### config.mk
export PLATFORM = sky130hd
export DESIGN_NAME = output_voltage_protection
export DESIGN_NICKNAME = d
export VERILOG_FILES = /design/src/shared/ovp_pkg.sv /design/src/output_voltage_protection.sv
export SDC_FILE = /design/constraint.sdc
export NUM_CORES = 1
export LEC_CHECK = 0
export BUFFER_PORTS_ARGS = -buffer_cell sky130_fd_sc_hd__buf_4
export CAP_MARGIN = 15
export CORE_MARGIN = 2
export CORE_UTILIZATION = 63
export CTS_BUF_LIST = sky130_fd_sc_hd__clkbuf_8
export DETAILED_ROUTE_END_ITERATION = 10
export PLACE_DENSITY = 0.9
export SYNTH_ARGS = -nofsm -noshare
export SYNTH_HDL_FRONTEND = slang
export SYNTH_SLANG_ARGS = --single-unit
### constraint.sdc
create_clock -name sys_clk -period 18.1 [get_ports sys_clk]
set_input_delay 0.905 -clock sys_clk [delete_from_list [all_inputs] [get_ports sys_clk]]
set_output_delay 0.905 -clock sys_clk [all_outputs]
set_load 0.02 [all_outputs]
### src/shared/ovp_pkg.sv
// Constants and types shared by the output voltage protection block
package ovp_pkg;
  // Register byte offsets on the AXI4-Lite slave
  localparam logic [7:0] GAIN_OFS = 8'h00;
  localparam logic [7:0] UV_LEVEL_OFS = 8'h04;
  localparam logic [7:0] OV_LEVEL_OFS = 8'h08;
  localparam logic [7:0] SET_LOW_OFS = 8'h0C;
  localparam logic [7:0] SET_HIGH_OFS = 8'h10;
  localparam logic [7:0] FLAG_OFS = 8'h14;
  localparam logic [7:0] ACCEL_OFS = 8'h18;
  localparam logic [7:0] LIVE_OFS = 8'h1C;
  // Field positions and widths
  localparam int UV_BIT = 0;
  localparam int OV_BIT = 1;
  localparam int GAIN_W = 3;
  localparam int LEVEL_W = 4;
  localparam int SET_HIGH_W = 2;
  localparam int REF_W = 10;
  // Reset values
  localparam logic [2:0] GAIN_RST = 3'h0;
  localparam logic [3:0] LEVEL_RST = 4'h0;
  localparam logic [9:0] REF_RST = 10'h000;
  localparam logic [1:0] ACCEL_RST = 2'h0;
  // Voltages are handled in eighths of a millivolt
  localparam int FRAC_BITS = 3;
  localparam int DAC_STEP_MV = 2;
  localparam int LEVEL_BASE_MV = 50;
  localparam int LEVEL_STEP_MV = 30;
  localparam logic [21:0] LEVEL_BASE_E = 22'(LEVEL_BASE_MV << FRAC_BITS);
  localparam logic [21:0] LEVEL_STEP_E = 22'(LEVEL_STEP_MV << FRAC_BITS);
  // Bus responses
  localparam logic [1:0] RESP_OKAY = 2'h0;
  localparam logic [1:0] RESP_SLVERR = 2'h2;
  // Gate drive modes, one-hot
  typedef enum logic [3:0] {
    MODE_NORMAL = 4'h1,
    MODE_UV_HIGH = 4'h2,
    MODE_UV_LOW = 4'h4,
    MODE_OV_OFF = 4'h8
  } drive_mode_t;
endpackage : ovp_pkg

### src/output_voltage_protection.sv
// Output voltage supervision with AXI4-Lite registers and drive override
//
// The register addresses and the AXI4-Lite slave port were left to the implementer.
`timescale 1ns/1ps
// Overview of operation
// - Set undervoltage flag while sense below threshold
// - UV accelerator: high on to max duty, low
// - Resume normal drive once above UV threshold
// - UV flag sticky; software write clears it
// - UV code picks 50 mV plus 30 mV steps
// - UV threshold is reference minus offset
// - Set overvoltage flag while sense above threshold
// - OV accelerator forces both switches off
// - OV flag sticky until software clears it
// - OV code picks 50 mV plus 30 mV steps
// - OV threshold is reference plus offset
// - Flags set regardless of any interrupt enable
// - Gain code decodes to 1, 1/2..1/8, 2..8
// - Gain register bits 7 to 3 read zero
// - Regulated output is code times step times gain
// - Reference code is high bits over low byte
// - Setpoint low byte and two high bits
module output_voltage_protection #(
  parameter int SENSE_W = 16
) (
  // Clock and reset
  input wire logic sys_clk,
  input wire logic rst,
  // AXI4-Lite write address and data
  input wire logic [7:0] s_axi_awaddr,
  input wire logic s_axi_awvalid,
  output logic s_axi_awready,
  input wire logic [31:0] s_axi_wdata,
  input wire logic [3:0] s_axi_wstrb,
  input wire logic s_axi_wvalid,
  output logic s_axi_wready,
  // AXI4-Lite write response
  output logic [1:0] s_axi_bresp,
  output logic s_axi_bvalid,
  input wire logic s_axi_bready,
  // AXI4-Lite read
  input wire logic [7:0] s_axi_araddr,
  input wire logic s_axi_arvalid,
  output logic s_axi_arready,
  output logic [31:0] s_axi_rdata,
  output logic [1:0] s_axi_rresp,
  output logic s_axi_rvalid,
  input wire logic s_axi_rready,
  // Remote sense readings in millivolts
  input wire logic [SENSE_W-1:0] sense_positive,
  input wire logic [SENSE_W-1:0] sense_negative,
  // Normal switching demand from the modulator
  input wire logic pwm_high_req,
  input wire logic pwm_low_req,
  input wire logic period_start,
  input wire logic max_duty_reached,
  // Gate drive to the power stage
  output logic high_drive,
  output logic low_drive,
  // Regulated output target in eighths of a millivolt
  output logic [16:0] target_output
);
  import ovp_pkg::*;

  localparam int FB_W = 22;

  // Elaboration check on the sense width
  if (SENSE_W < 8 || SENSE_W > 16) begin : g_bad_width
    $error("SENSE_W must lie between 8 and 16");
  end

  typedef struct packed {
    logic [2:0] gain_code;
    logic [3:0] undervolt_level_code;
    logic [3:0] overvolt_level_code;
    logic [7:0] setpoint_low;
    logic [1:0] setpoint_high;
    logic [1:0] accel_en;
    logic undervolt_flag;
    logic overvolt_flag;
    logic uv_live;
    logic ov_live;
    drive_mode_t mode;
    logic high_drive;
    logic low_drive;
    logic [16:0] target;
    logic aw_have;
    logic [7:0] aw_addr;
    logic w_have;
    logic [7:0] w_byte;
    logic w_lane;
    logic bvalid;
    logic [1:0] bresp;
    logic rvalid;
    logic [31:0] rdata;
    logic [1:0] rresp;
  } state_t;

  state_t st_q;
  state_t st_d;

  logic [2:0] shift_amt;
  logic [9:0] reference_code;
  logic [FB_W-1:0] ref_e;
  logic [FB_W-1:0] uv_ofs_e;
  logic [FB_W-1:0] ov_ofs_e;
  logic [FB_W-1:0] uv_thr;
  logic [FB_W-1:0] ov_thr;
  logic [FB_W-1:0] fb_e;
  logic [SENSE_W-1:0] diff_mv;
  logic uv_now;
  logic ov_now;
  logic do_write;
  logic flag_clr_uv;
  logic flag_clr_ov;
  logic [31:0] rd_word;
  logic rd_hit;

  // Gain code to shift: gain = 2^(shift - 3)
  function automatic logic [2:0] gain_shift(input logic [2:0] code);
    case (code)
      3'h1: gain_shift = 3'h2;
      3'h2: gain_shift = 3'h1;
      3'h3: gain_shift = 3'h0;
      3'h4: gain_shift = 3'h4;
      3'h5: gain_shift = 3'h5;
      3'h6: gain_shift = 3'h6;
      default: gain_shift = 3'h3;
    endcase
  endfunction : gain_shift

  // Offset for a level code, 50 mV plus 30 mV per step
  function automatic logic [FB_W-1:0] level_ofs(input logic [3:0] code);
    level_ofs = LEVEL_BASE_E + FB_W'(LEVEL_STEP_E * code);
  endfunction : level_ofs

  // Threshold arithmetic in the reference domain
  always_comb begin
    shift_amt = gain_shift(st_q.gain_code);
    reference_code = {st_q.setpoint_high, st_q.setpoint_low};
    ref_e = FB_W'(reference_code) << (FRAC_BITS + 1);
    uv_ofs_e = level_ofs(st_q.undervolt_level_code);
    ov_ofs_e = level_ofs(st_q.overvolt_level_code);
    uv_thr = ref_e - uv_ofs_e;
    ov_thr = ref_e + ov_ofs_e;
    // Negative differential reads as zero output
    if (sense_positive > sense_negative) begin
      diff_mv = sense_positive - sense_negative;
    end else begin
      diff_mv = '0;
    end
    // Divide by gain: gain 1/8 shifts by six, gain 8 by none
    fb_e = (FB_W'(diff_mv) << 6) >> shift_amt;
    // A reference below the offset leaves no undervoltage window
    uv_now = (ref_e >= uv_ofs_e) && (fb_e < uv_thr);
    ov_now = fb_e > ov_thr;
  end

  // Bus handshakes; each channel is taken once per transaction
  assign s_axi_awready = !st_q.aw_have && !st_q.bvalid;
  assign s_axi_wready = !st_q.w_have && !st_q.bvalid;
  assign s_axi_arready = !st_q.rvalid;
  assign s_axi_bvalid = st_q.bvalid;
  assign s_axi_bresp = st_q.bresp;
  assign s_axi_rvalid = st_q.rvalid;
  assign s_axi_rdata = st_q.rdata;
  assign s_axi_rresp = st_q.rresp;
  assign high_drive = st_q.high_drive;
  assign low_drive = st_q.low_drive;
  assign target_output = st_q.target;

  assign do_write = st_q.aw_have && st_q.w_have && !st_q.bvalid;
  assign flag_clr_uv = do_write && st_q.w_lane &&
    st_q.aw_addr == FLAG_OFS && st_q.w_byte[UV_BIT];
  assign flag_clr_ov = do_write && st_q.w_lane &&
    st_q.aw_addr == FLAG_OFS && st_q.w_byte[OV_BIT];

  // Read multiplexer; unused bits read zero
  always_comb begin
    rd_word = '0;
    rd_hit = 1'b1;
    case (s_axi_araddr)
      GAIN_OFS: rd_word[GAIN_W-1:0] = st_q.gain_code;
      UV_LEVEL_OFS: rd_word[LEVEL_W-1:0] = st_q.undervolt_level_code;
      OV_LEVEL_OFS: rd_word[LEVEL_W-1:0] = st_q.overvolt_level_code;
      SET_LOW_OFS: rd_word[7:0] = st_q.setpoint_low;
      SET_HIGH_OFS: rd_word[SET_HIGH_W-1:0] = st_q.setpoint_high;
      FLAG_OFS: rd_word[1:0] = {st_q.overvolt_flag, st_q.undervolt_flag};
      ACCEL_OFS: rd_word[1:0] = st_q.accel_en;
      LIVE_OFS: rd_word[1:0] = {st_q.ov_live, st_q.uv_live};
      default: rd_hit = 1'b0;
    endcase
  end

  // Next state of the whole block
  always_comb begin
    st_d = st_q;
    // Write address and data may arrive in either order
    if (s_axi_awvalid && s_axi_awready) begin
      st_d.aw_have = 1'b1;
      st_d.aw_addr = s_axi_awaddr;
    end
    if (s_axi_wvalid && s_axi_wready) begin
      st_d.w_have = 1'b1;
      st_d.w_byte = s_axi_wdata[7:0];
      st_d.w_lane = s_axi_wstrb[0];
    end
    if (do_write) begin
      st_d.aw_have = 1'b0;
      st_d.w_have = 1'b0;
      st_d.bvalid = 1'b1;
      st_d.bresp = RESP_OKAY;
      case (st_q.aw_addr)
        GAIN_OFS: begin
          if (st_q.w_lane) begin
            st_d.gain_code = st_q.w_byte[GAIN_W-1:0];
          end
        end
        UV_LEVEL_OFS: begin
          if (st_q.w_lane) begin
            st_d.undervolt_level_code = st_q.w_byte[LEVEL_W-1:0];
          end
        end
        OV_LEVEL_OFS: begin
          if (st_q.w_lane) begin
            st_d.overvolt_level_code = st_q.w_byte[LEVEL_W-1:0];
          end
        end
        SET_LOW_OFS: begin
          if (st_q.w_lane) begin
            st_d.setpoint_low = st_q.w_byte;
          end
        end
        SET_HIGH_OFS: begin
          if (st_q.w_lane) begin
            st_d.setpoint_high = st_q.w_byte[SET_HIGH_W-1:0];
          end
        end
        ACCEL_OFS: begin
          if (st_q.w_lane) begin
            st_d.accel_en = st_q.w_byte[1:0];
          end
        end
        FLAG_OFS: st_d.bresp = RESP_OKAY;
        LIVE_OFS: st_d.bresp = RESP_OKAY;
        default: st_d.bresp = RESP_SLVERR;
      endcase
    end
    if (st_q.bvalid && s_axi_bready) begin
      st_d.bvalid = 1'b0;
    end
    // Read answer registered one cycle after the address
    if (s_axi_arvalid && s_axi_arready) begin
      st_d.rvalid = 1'b1;
      st_d.rdata = rd_word;
      st_d.rresp = rd_hit ? RESP_OKAY : RESP_SLVERR;
    end else if (st_q.rvalid && s_axi_rready) begin
      st_d.rvalid = 1'b0;
    end
    // Sticky flags: a new event beats a clear in the same cycle
    st_d.undervolt_flag = (st_q.undervolt_flag && !flag_clr_uv) ||
      uv_now;
    st_d.overvolt_flag = (st_q.overvolt_flag && !flag_clr_ov) ||
      ov_now;
    st_d.uv_live = uv_now;
    st_d.ov_live = ov_now;
    // Target output = code * 2 mV * gain, in eighths of a mV
    st_d.target = 17'(reference_code) << (shift_amt + 3'h1);
    // Drive mode; overvoltage wins since it removes all drive
    case (st_q.mode)
      MODE_NORMAL: begin
        if (ov_now && st_q.accel_en[OV_BIT]) begin
          st_d.mode = MODE_OV_OFF;
        end else if (uv_now && st_q.accel_en[UV_BIT]) begin
          st_d.mode = MODE_UV_HIGH;
        end
      end
      MODE_UV_HIGH, MODE_UV_LOW: begin
        if (ov_now && st_q.accel_en[OV_BIT]) begin
          st_d.mode = MODE_OV_OFF;
        end else if (!uv_now || !st_q.accel_en[UV_BIT]) begin
          st_d.mode = MODE_NORMAL;
        end else if (period_start) begin
          st_d.mode = MODE_UV_HIGH;
        end else if (max_duty_reached) begin
          st_d.mode = MODE_UV_LOW;
        end
      end
      MODE_OV_OFF: begin
        if (!ov_now || !st_q.accel_en[OV_BIT]) begin
          st_d.mode = MODE_NORMAL;
        end
      end
      default: st_d.mode = MODE_NORMAL;
    endcase
    // Gate drive registered from the mode in force this cycle
    case (st_q.mode)
      MODE_UV_HIGH: begin
        st_d.high_drive = 1'b1;
        st_d.low_drive = 1'b0;
      end
      MODE_UV_LOW: begin
        st_d.high_drive = 1'b0;
        st_d.low_drive = 1'b1;
      end
      MODE_OV_OFF: begin
        st_d.high_drive = 1'b0;
        st_d.low_drive = 1'b0;
      end
      default: begin
        // Never both on, even if the modulator asks
        st_d.high_drive = pwm_high_req;
        st_d.low_drive = pwm_low_req && !pwm_high_req;
      end
    endcase
  end

  // State register with synchronous reset
  always_ff @(posedge sys_clk) begin
    if (rst) begin
      st_q <= '0;
      st_q.gain_code <= GAIN_RST;
      st_q.undervolt_level_code <= LEVEL_RST;
      st_q.overvolt_level_code <= LEVEL_RST;
      st_q.setpoint_low <= REF_RST[7:0];
      st_q.setpoint_high <= REF_RST[9:8];
      st_q.accel_en <= ACCEL_RST;
      st_q.mode <= MODE_NORMAL;
    end else begin
      st_q <= st_d;
    end
  end
endmodule : output_voltage_protection

# After elaboration in Yosys (flattened, before gate mapping)
# Cells that the tools add are included.
# W data, S select, Z words.
# classes
add_sub_neg	6
multipliers	2
order_cmp	4
eq_ne	27
shifts	2
mux	20
n_reduce_logical	49
# ops
cell	n
$eq A8 B5 Y1 const B	8
$eq A8 B4 Y1 const B	4
$mux W4	8
$add A9 B12 Y13 const A	2
$gt A22 B15 Y1	1
$lt A22 B22 Y1	1
$shr A22 B3 Y22	1
$reduce_and A3 Y1	7
$logic_and A1 B1 Y1	19
$pmux W3 S6	1
$shl A10 B3 Y17	1
$eq A8 B3 Y1 const B	2
$gt A16 B16 Y1	1
$logic_not A8 Y1	2
$mul A4 B4 Y8 const A	2
$mux W16	1
$pmux W2 S8	1
$reduce_or A8 Y1	2
$sub A16 B16 Y16	1
$add A14 B13 Y15	1
$sub A14 B13 Y15	1
$ge A14 B13 Y1	1
$pmux W4 S3	1
$logic_not A1 Y1	11
other kinds (19)	30
# totals
ff_bits	83
inputBits	95
output_inout_bits	60
wordCells	134

# Logic depth before layout (Yosys ltp)
# Gate-level depths: netlist of run 1.
# logic_depth
word_depth	10
ltp_mapped	27
ltp_nobuf	27

# Least setup slack after synthesis of run 1
# OpenSTA, ideal clock, no wires.
# synth_timing
path_kind	register to register
from	reg st_q[102] in the netlist's numbering
to	reg st_q[76] in the netlist's numbering
setup_ns	0.122
t_arrival_ns	5.565
t_required_ns	17.978
setup_slack_ns	12.413
path_stages_with_launch	23
path_buffers	0
synth_period_minus_slack_ns	5.687
cell_sequence	dfxtp_1 > fa_1 > fa_1 > inv_1 > fa_1 > xor2_1 > ha_1 > o21ai_0 > nand2_1 > a21o_1 > a21o_1 > a21oi_1 > o21bai_1 > nand2_1 > nand2_1 > ha_1 > a21o_1 > a221oi_1 > o21ai_0 > a211oi_1 > o211ai_1 > or4b_2 > o32a_1
# synth_between
elab_chain_len	10
elab_cells_between_ends	15
classes_between	2 x add/sub; 1 x mul; 2 x order compare; 2 x eq/ne; 3 x mux; 5 x reduce/logical
# synth_lines
item	line_no	rtl
from (decl)	output_voltage_protection.sv:99	state_t st_q;
from (signal assigned)	output_voltage_protection.sv:330	st_q <= st_d;
$mul A4 B4 Y8 (*)	output_voltage_protection.sv:134	level_ofs = LEVEL_BASE_E + FB_W'(LEVEL_STEP_E * code);
$add A9 B12 Y13 (*)	output_voltage_protection.sv:134	
$sub A14 B13 Y15	output_voltage_protection.sv:144	uv_thr = ref_e - uv_ofs_e;
$lt A22 B22 Y1	output_voltage_protection.sv:155	uv_now = (ref_e >= uv_ofs_e) && (fb_e < uv_thr);
$logic_and A1 B1 Y1 (*)	output_voltage_protection.sv:155	
$logic_not A1 Y1	output_voltage_protection.sv:281	end else if (!uv_now || !st_q.accel_en[UV_BIT]) begin
$logic_or A1 B1 Y1	output_voltage_protection.sv:281	
$mux W4	output_voltage_protection.sv:281	
$mux W4	output_voltage_protection.sv:279	if (ov_now && st_q.accel_en[OV_BIT]) begin
$pmux W4 S3	output_voltage_protection.sv:270	case (st_q.mode)
# Mark *: on every way between the ends. The rest lies on a longest branch, timed or not.
# A chain may end at the register's enable or synchronous reset.

# Final worst setup path of run 1
# Same ends and word-level chain as after synthesis.

==> results.cfg, run 1 <==
[outcome]
status = finished clean

[clock_tree]
htree_levels = 3
ctsResizeCount = 0
clockRootBuffer = clkbuf_8
clk_path_buf_depth = 2
clk_pin_slew_ns = 0.08
cts_tree = built
cts_sinks = 81
cts_setup_buffers = 0
cts-hold-fix-buffers = 0
cts_made_buffers = 9
clk_latency_ns = 0.37

[critical_path]
worst_setup_path_end_kind = flip-flop
slowest_stage = or4b_2
critPathMaxStageDelay_ns = 0.70
start_kind = flip-flop
worstPathArrival_ns = 6.59
critical_path_class = reg2reg
path_max_fanout = 8
critPathLaunch = st_q[102]$_SDFFE_PP0P_
r2r-start = st_q[102]$_SDFFE_PP0P_
cp.required_ns = 18.36

[timing]
slew-limit-headroom_pct = 28.8
setup_viol = 0
fin_skew_ns = 0.0160
max_freq_mhz = 158
grt_setup_unrepaired = no
finalSetupTns_ns = 0
worst_slack_ns = 11.77
hold_violations = 0
period_share_pct = 35.0
worst_pin_slew_ns = 1.04
drv_slew = 0
finalCriticalPeriod_ns = 6.33

[die]
core-area_sq_um = 12000
die-height_um = 115
io_pins = 155
initial_core_util_pct = 64.4
dieArea_sq_um = 13200
rows = 40
die_w_um = 115

[yosys]
ys_types = 65
syn_area_sq_um = 7740
synth-main-ff-cell = dfxtp_1
yosysSeqAreaShare_pct = 20.9
ys_async_sr_fraction_pct = 0
synth_cells = 1018
postSynthAreaPerCell_sq_um = 7.60
ys_ff_latch = 81
synth-edff-count = 0
yosysWarnings = 0

[finish]
multiInputGateArea_sq_um = 5370
register_area_sq_um = 1620
area_growth_pct = 8.50
layout_common_cells = 120 x nand2_1, 103 x buf_4, 98 x a21oi_1, 93 x ha_1, 82 x nor2_1
nets = 1259
antenna_cells = 0
layout_commonest_cell = nand2_1
final_cells = 1212
nFillCells = 1034
layout-drive-gt1-share_pct = 12.6

[grt]
grt_max_degree = 69
grt-ovfl-total = 0
grtUsageTotal_pct = 26.4
antenna_found_initial = 0
grt_pass1_vias = 6372
grt_pass1_wl_um = 28700

[detailed_routing]
drcViolationCount = 0
highest_layer = met4
ant_nets = 0
first_pass_iters = 7
wirelength_um = 17300
met3_length_um = 1440
vias_per_cell = 5.82
drt-met1-wl_um = 7290
routed-wl-met2_um = 8250
dr_total_vias = 7055
wl_per_cell_um = 14.3
drt_iter0_drc = 557

[place]
dp_hpwl_um = 13500
portBuffers = 101
place_inst = 1196
pre_cts_ws_ns = 11.82
place.gp.congestion = 0.905

[job]
drv_cap = 0

[power_and_ir_drop]
max-vdd-ir-drop_v = 0.0000647
p_leak_nw = 3.90
power_w = 0.000432
powerDensity_nw_per_um2 = 51.5

[hold_path]
holdCritPathClass = reg2reg
hp-start = st_q[48]$_SDFFE_PP0P_
## Yosys cell counts (3+ instances only)
master | n | area, sq um
a211oi_1 | 15 | 113
a21o_1 | 13 | 97.6
a21oi_1 | 98 | 490
a221oi_1 | 3 | 26.3
a22o_1 | 8 | 70.1
a22oi_1 | 6 | 45.0
a31oi_1 | 8 | 50.1
and2_1 | 9 | 56.3
and3_1 | 4 | 25.0
buf_1 | 5 | 18.8
buf_2 | 6 | 30.0
buf_4 | 53 | 398
clkbuf_1 | 32 | 120
dfxtp_1 | 81 | 1620
fa_1 | 11 | 220
ha_1 | 93 | 1160
inv_1 | 74 | 278
mux2_2 | 3 | 33.8
mux2i_1 | 36 | 360
nand2_1 | 120 | 450
nand2b_1 | 9 | 56.3
nand3_1 | 26 | 130
nand4_1 | 8 | 50.1
nor2_1 | 82 | 308
nor2b_1 | 12 | 75.1
nor3_1 | 27 | 135
nor3b_1 | 3 | 22.5
nor4_1 | 7 | 43.8
o211ai_1 | 6 | 45.0
o21a_1 | 5 | 37.5
o21ai_0 | 50 | 250
o21bai_1 | 7 | 52.6
o22ai_1 | 7 | 43.8
o31ai_1 | 4 | 30.0
or3_1 | 4 | 25.0
or4_1 | 3 | 22.5
xnor2_1 | 26 | 228
xor2_1 | 17 | 149
## routing by layer
layer	GRT usage (%)	vias up
li1	-	3558
met5	0	-
met1	33.9	3212
met2	44.3	258
met4	9.00	0
met3	5.59	27
## registers in the layout, summed over array words and instances, names as in the netlist
register and flops:
s_axi_bvalid 1, s_axi_rdata 8, s_axi_rresp 1, st_q 40
high_drive 1, target_output 17, s_axi_bresp 1, ref_e 10
s_axi_rvalid 1, low_drive 1
## metrics by stage
stage / area [sq um] / hold slack, ns / util (%)
finish: 8400 / 0.455 / 69.9
global route: 8400 / 0.479 / 69.9
CTS: 8400 / 0.457 / 69.9
detailed placement: 8230 / 0.445 / 68.5
global placement: 8230 / 0.438 / 68.5
floorplan: 7840 / 0.431 / -
## path summary, 6_finish.rpt
path	slack, ns	cells past startpoint	endpoint
worst max-delay path	11.77	25	st_q[76]$_SDFFE_PP1P_
worst min register to register	0.46	2	st_q[48]$_SDFFE_PP0P_
worst min-delay path	0.46	2	st_q[48]$_SDFFE_PP0P_
worst max register to register	11.77	25	st_q[76]$_SDFFE_PP1P_
## kinds of logic (layout without fill, tap and decap cells)
group	count (synthesis)	count (layout)	share of synthesized area [%]
mux	41	41	5.67
xor+xnor	44	44	5.08
other cells	1	26	0.0484
flops	81	81	20.9
fa+ha+maj	104	104	17.9
compound gates	254	254	20.4
simple gates	322	322	19.0
buf+inv	171	193	11.0
## critical path, delay by kind of cell, from the launching register on
kind	cells	cell delay [ns]
AO/OA/AOI/OAI	11	1.73
buffers and inverters	1	0.07
adder cells (fa/ha/maj)	5	2.42
AND/OR/NAND/NOR	7	1.27
flip-flops	1	0.52
XOR/XNOR	1	0.20
## layout make-up
type | count | area share, %
Clock inverter | 7 | 0.566
Sequential cell | 81 | 19.3
Timing Repair Buffer | 103 | 9.21
Clock buffer | 9 | 1.47
Tap cell | 147 | 2.19
Multi-Input combinational cell | 791 | 64.0
Inverter | 74 | 3.31
## power breakdown
part | total (W) | internal (W) | switching (W)
clock network | 0.000118 | 0.0000494 | 0.0000688
registers | 0.000187 | 0.000183 | 0.00000388
logic | 0.000127 | 0.0000516 | 0.0000758
(Power assumes the default switching activity.)
==> run 2, diff against run 1 <==
--- a/config.mk
+++ b/config.mk
@@ -8,10 +8,10 @@
 export BUFFER_PORTS_ARGS = -buffer_cell sky130_fd_sc_hd__buf_4
 export CAP_MARGIN = 15
 export CORE_MARGIN = 2
-export CORE_UTILIZATION = 63
+export CORE_UTILIZATION = 58
 export CTS_BUF_LIST = sky130_fd_sc_hd__clkbuf_8
 export DETAILED_ROUTE_END_ITERATION = 10
-export PLACE_DENSITY = 0.9
+export PLACE_DENSITY = 0.84
 export SYNTH_ARGS = -nofsm -noshare
 export SYNTH_HDL_FRONTEND = slang
 export SYNTH_SLANG_ARGS = --single-unit
==> constraint.sdc (replaced) <==
create_clock -name sys_clk -period 6.3 [get_ports sys_clk]
set_input_delay 0.315 -clock sys_clk [delete_from_list [all_inputs] [get_ports sys_clk]]
set_output_delay 0.315 -clock sys_clk [all_outputs]
set_load 0.02 [all_outputs]
==> run 2 against run 1 <==
Net effect:
- cell area up 1.3%
- non-clock buffer count is 5 higher
- largest power group unchanged
- worst hold slack got worse by 0.34 ns
- first-iteration DRC count down 43%
- fmax grew 6.2%
- final cell count grew 2.8%
==> results.cfg, run 2 (synthesis results as in run 1) <==
[outcome]
status = finished clean

[timing]
fin_skew_ns = 0.0177
slew-limit-headroom_pct = 49.1
drv_slew = 0
period_share_pct = 94.6
finalCriticalPeriod_ns = 5.96
worst_pin_slew_ns = 0.763
setup_viol = 0
max_freq_mhz = 168
hold_violations = 0

[die]
dieArea_sq_um = 14300
core-area_sq_um = 13100
die_w_um = 120
io_pins = 155
die-height_um = 120
rows = 42
initial_core_util_pct = 58.9

[detailed_routing]
drcViolationCount = 0
ant_nets = 0
wirelength_um = 17200
wl_per_cell_um = 13.8
first_pass_iters = 5
drt_iter0_drc = 317
vias_per_cell = 5.64
dr_total_vias = 7029

[place]
place_inst = 1229
portBuffers = 101
place.gp.congestion = 0.902
dp_hpwl_um = 13600
placed_cell_area_sq_um = 8290

[finish]
final_core_util_pct = 64.8
nFillCells = 1197
regMostFlops = st_q
layout_commonest_cell = nand2_1
area_growth_pct = 9.96
layout-drive-gt1-share_pct = 13.7
layout_common_cells = 119 x nand2_1, 108 x buf_4, 98 x a21oi_1, 93 x ha_1, 82 x nor2_1
antenna_cells = 0
largest_reg_flops = 40
post-route-cell-area_sq_um = 8510
final_cells = 1246
nets = 1264

[power_and_ir_drop]
p_leak_nw = 3.94
powerDensity_nw_per_um2 = 149
max-vdd-ir-drop_v = 0.000197

[clock_tree]
htree_levels = 3
cts_made_buffers = 9
clk_latency_ns = 0.39
cts_tree = built
clockRootBuffer = clkbuf_8
clk_path_buf_depth = 2
cts_sinks = 81
clk_pin_slew_ns = 0.09

[critical_path]
worst_setup_path_end_kind = flip-flop
worstPathArrival_ns = 6.27
critPathLaunch = st_q[97]$_SDFFE_PP0P_
cp.required_ns = 6.61
critical_path_class = reg2reg
reg2reg_depth = 24
r2r-end = st_q[77]$_SDFFE_PP0P_
worstSetupEndpoint = st_q[77]$_SDFFE_PP0P_
start_kind = flip-flop
r2r-start = st_q[97]$_SDFFE_PP0P_
r2r_slack_ns = 0.34
path_max_fanout = 6

[grt]
grt_max_degree = 69
antenna_found_initial = 0
grt_pass1_vias = 6456
grt-ovfl-total = 0
grt_pass1_wl_um = 28800
grtUsageTotal_pct = 24.3

[job]
drv_cap = 0

[hold_path]
holdCritPathClass = in2reg
[run 2: cell types whose count changed in the layout (fill, tap and decap cells not counted), sizes merged]
cell / previous run / this run
clkinvlp: 3 / 1
buf: 103 / 108
clkinv: 1 / 2
inv: 77 / 78
[run 2: how the worst min path moves through the flow]
| stage | startpoint | end | depth (start not counted) |
|---|---|---|---|
| floorplan | s_axi_rready | s_axi_rvalid$_SDFFE_PP0P_ | 1 |
| global placement | st_q[54]$_SDFFE_PP0P_ | st_q[54]$_SDFFE_PP0P_ | 2 |
| detailed placement | st_q[55]$_SDFFE_PP0P_ | st_q[55]$_SDFFE_PP0P_ | 2 |
| CTS | s_axi_rready | s_axi_rvalid$_SDFFE_PP0P_ | 2 |
| global route | s_axi_rready | s_axi_rvalid$_SDFFE_PP0P_ | 2 |
| finish | s_axi_rready | s_axi_rvalid$_SDFFE_PP0P_ | 2 |
[run 2: repair_timing]
| item | CTS | global route |
|---|---|---|
| setup buffers | 0 | 1 |
| hold endpoints to repair | 0 | 0 |
| hold buffers | 0 | 0 |
| gates resized for setup | 0 | 8 |
| setup endpoints to repair | 0 | 6 |
[run 2: critical path: stages, from the launching register on]
cell and delay (ns):
dfxtp_2 0.37, fa_1 0.57, inv_1 0.06, fa_1 0.51, fa_1 0.48, inv_1 0.07
a21oi_1 0.05, o21ai_0 0.24, xor2_1 0.19, ha_1 0.26, ha_1 0.30, inv_1 0.10
o21bai_1 0.12, a21o_1 0.20, a21oi_1 0.18, xor2_1 0.09, ha_1 0.30, nand4_1 0.14
nor3_2 0.22, o2111ai_1 0.16, nor2_1 0.14, a211oi_1 0.11, or4_4 0.46, o41a_1 0.41
nor3_1 0.16
[run 2: final cells by class]
| cell class | count | area [sq um] | area share [%] |
|---|---|---|---|
| Multi-Input combinational cell | 791 | 5390 | 63.4 |
| Sequential cell | 81 | 1630 | 19.1 |
| Timing Repair Buffer | 108 | 811 | 9.53 |
| Inverter | 74 | 278 | 3.26 |
| Tap cell | 176 | 220 | 2.59 |
| Clock buffer | 9 | 124 | 1.46 |
| Clock inverter | 7 | 61.3 | 0.720 |
[run 2: metal layers]
layer / up-vias / track usage [%] / wire (um)
met4: 0 / 7.21 / 331
li1: 3574 / - / -
met5: - / 0 / 0
met3: 27 / 4.37 / 1100
met2: 221 / 41.1 / 8100
met1: 3207 / 31.7 / 7660
[run 2: power by group]
group / switching [W] / internal, W
clock: 0.000211 / 0.000151
combinational: 0.000219 / 0.000150
sequential: 0.0000105 / 0.000525
total: 0.000441 / 0.000826
[run 2: stage by stage]
stage	worst slack [ns]	hold WS [ns]	setup TNS [ns]	total power (W)
2_1_floorplan	0.613	0.415	0	0.000822
3_3_place_gp	0.326	0.438	0	0.000901
3_5_place_dp	0.215	0.447	0	0.000908
4_1_cts	0.191	0.0988	0	0.00127
5_1_grt	-0.00703	0.115	-0.00703	0.00134
6_report	0.342	0.114	0	0.00127
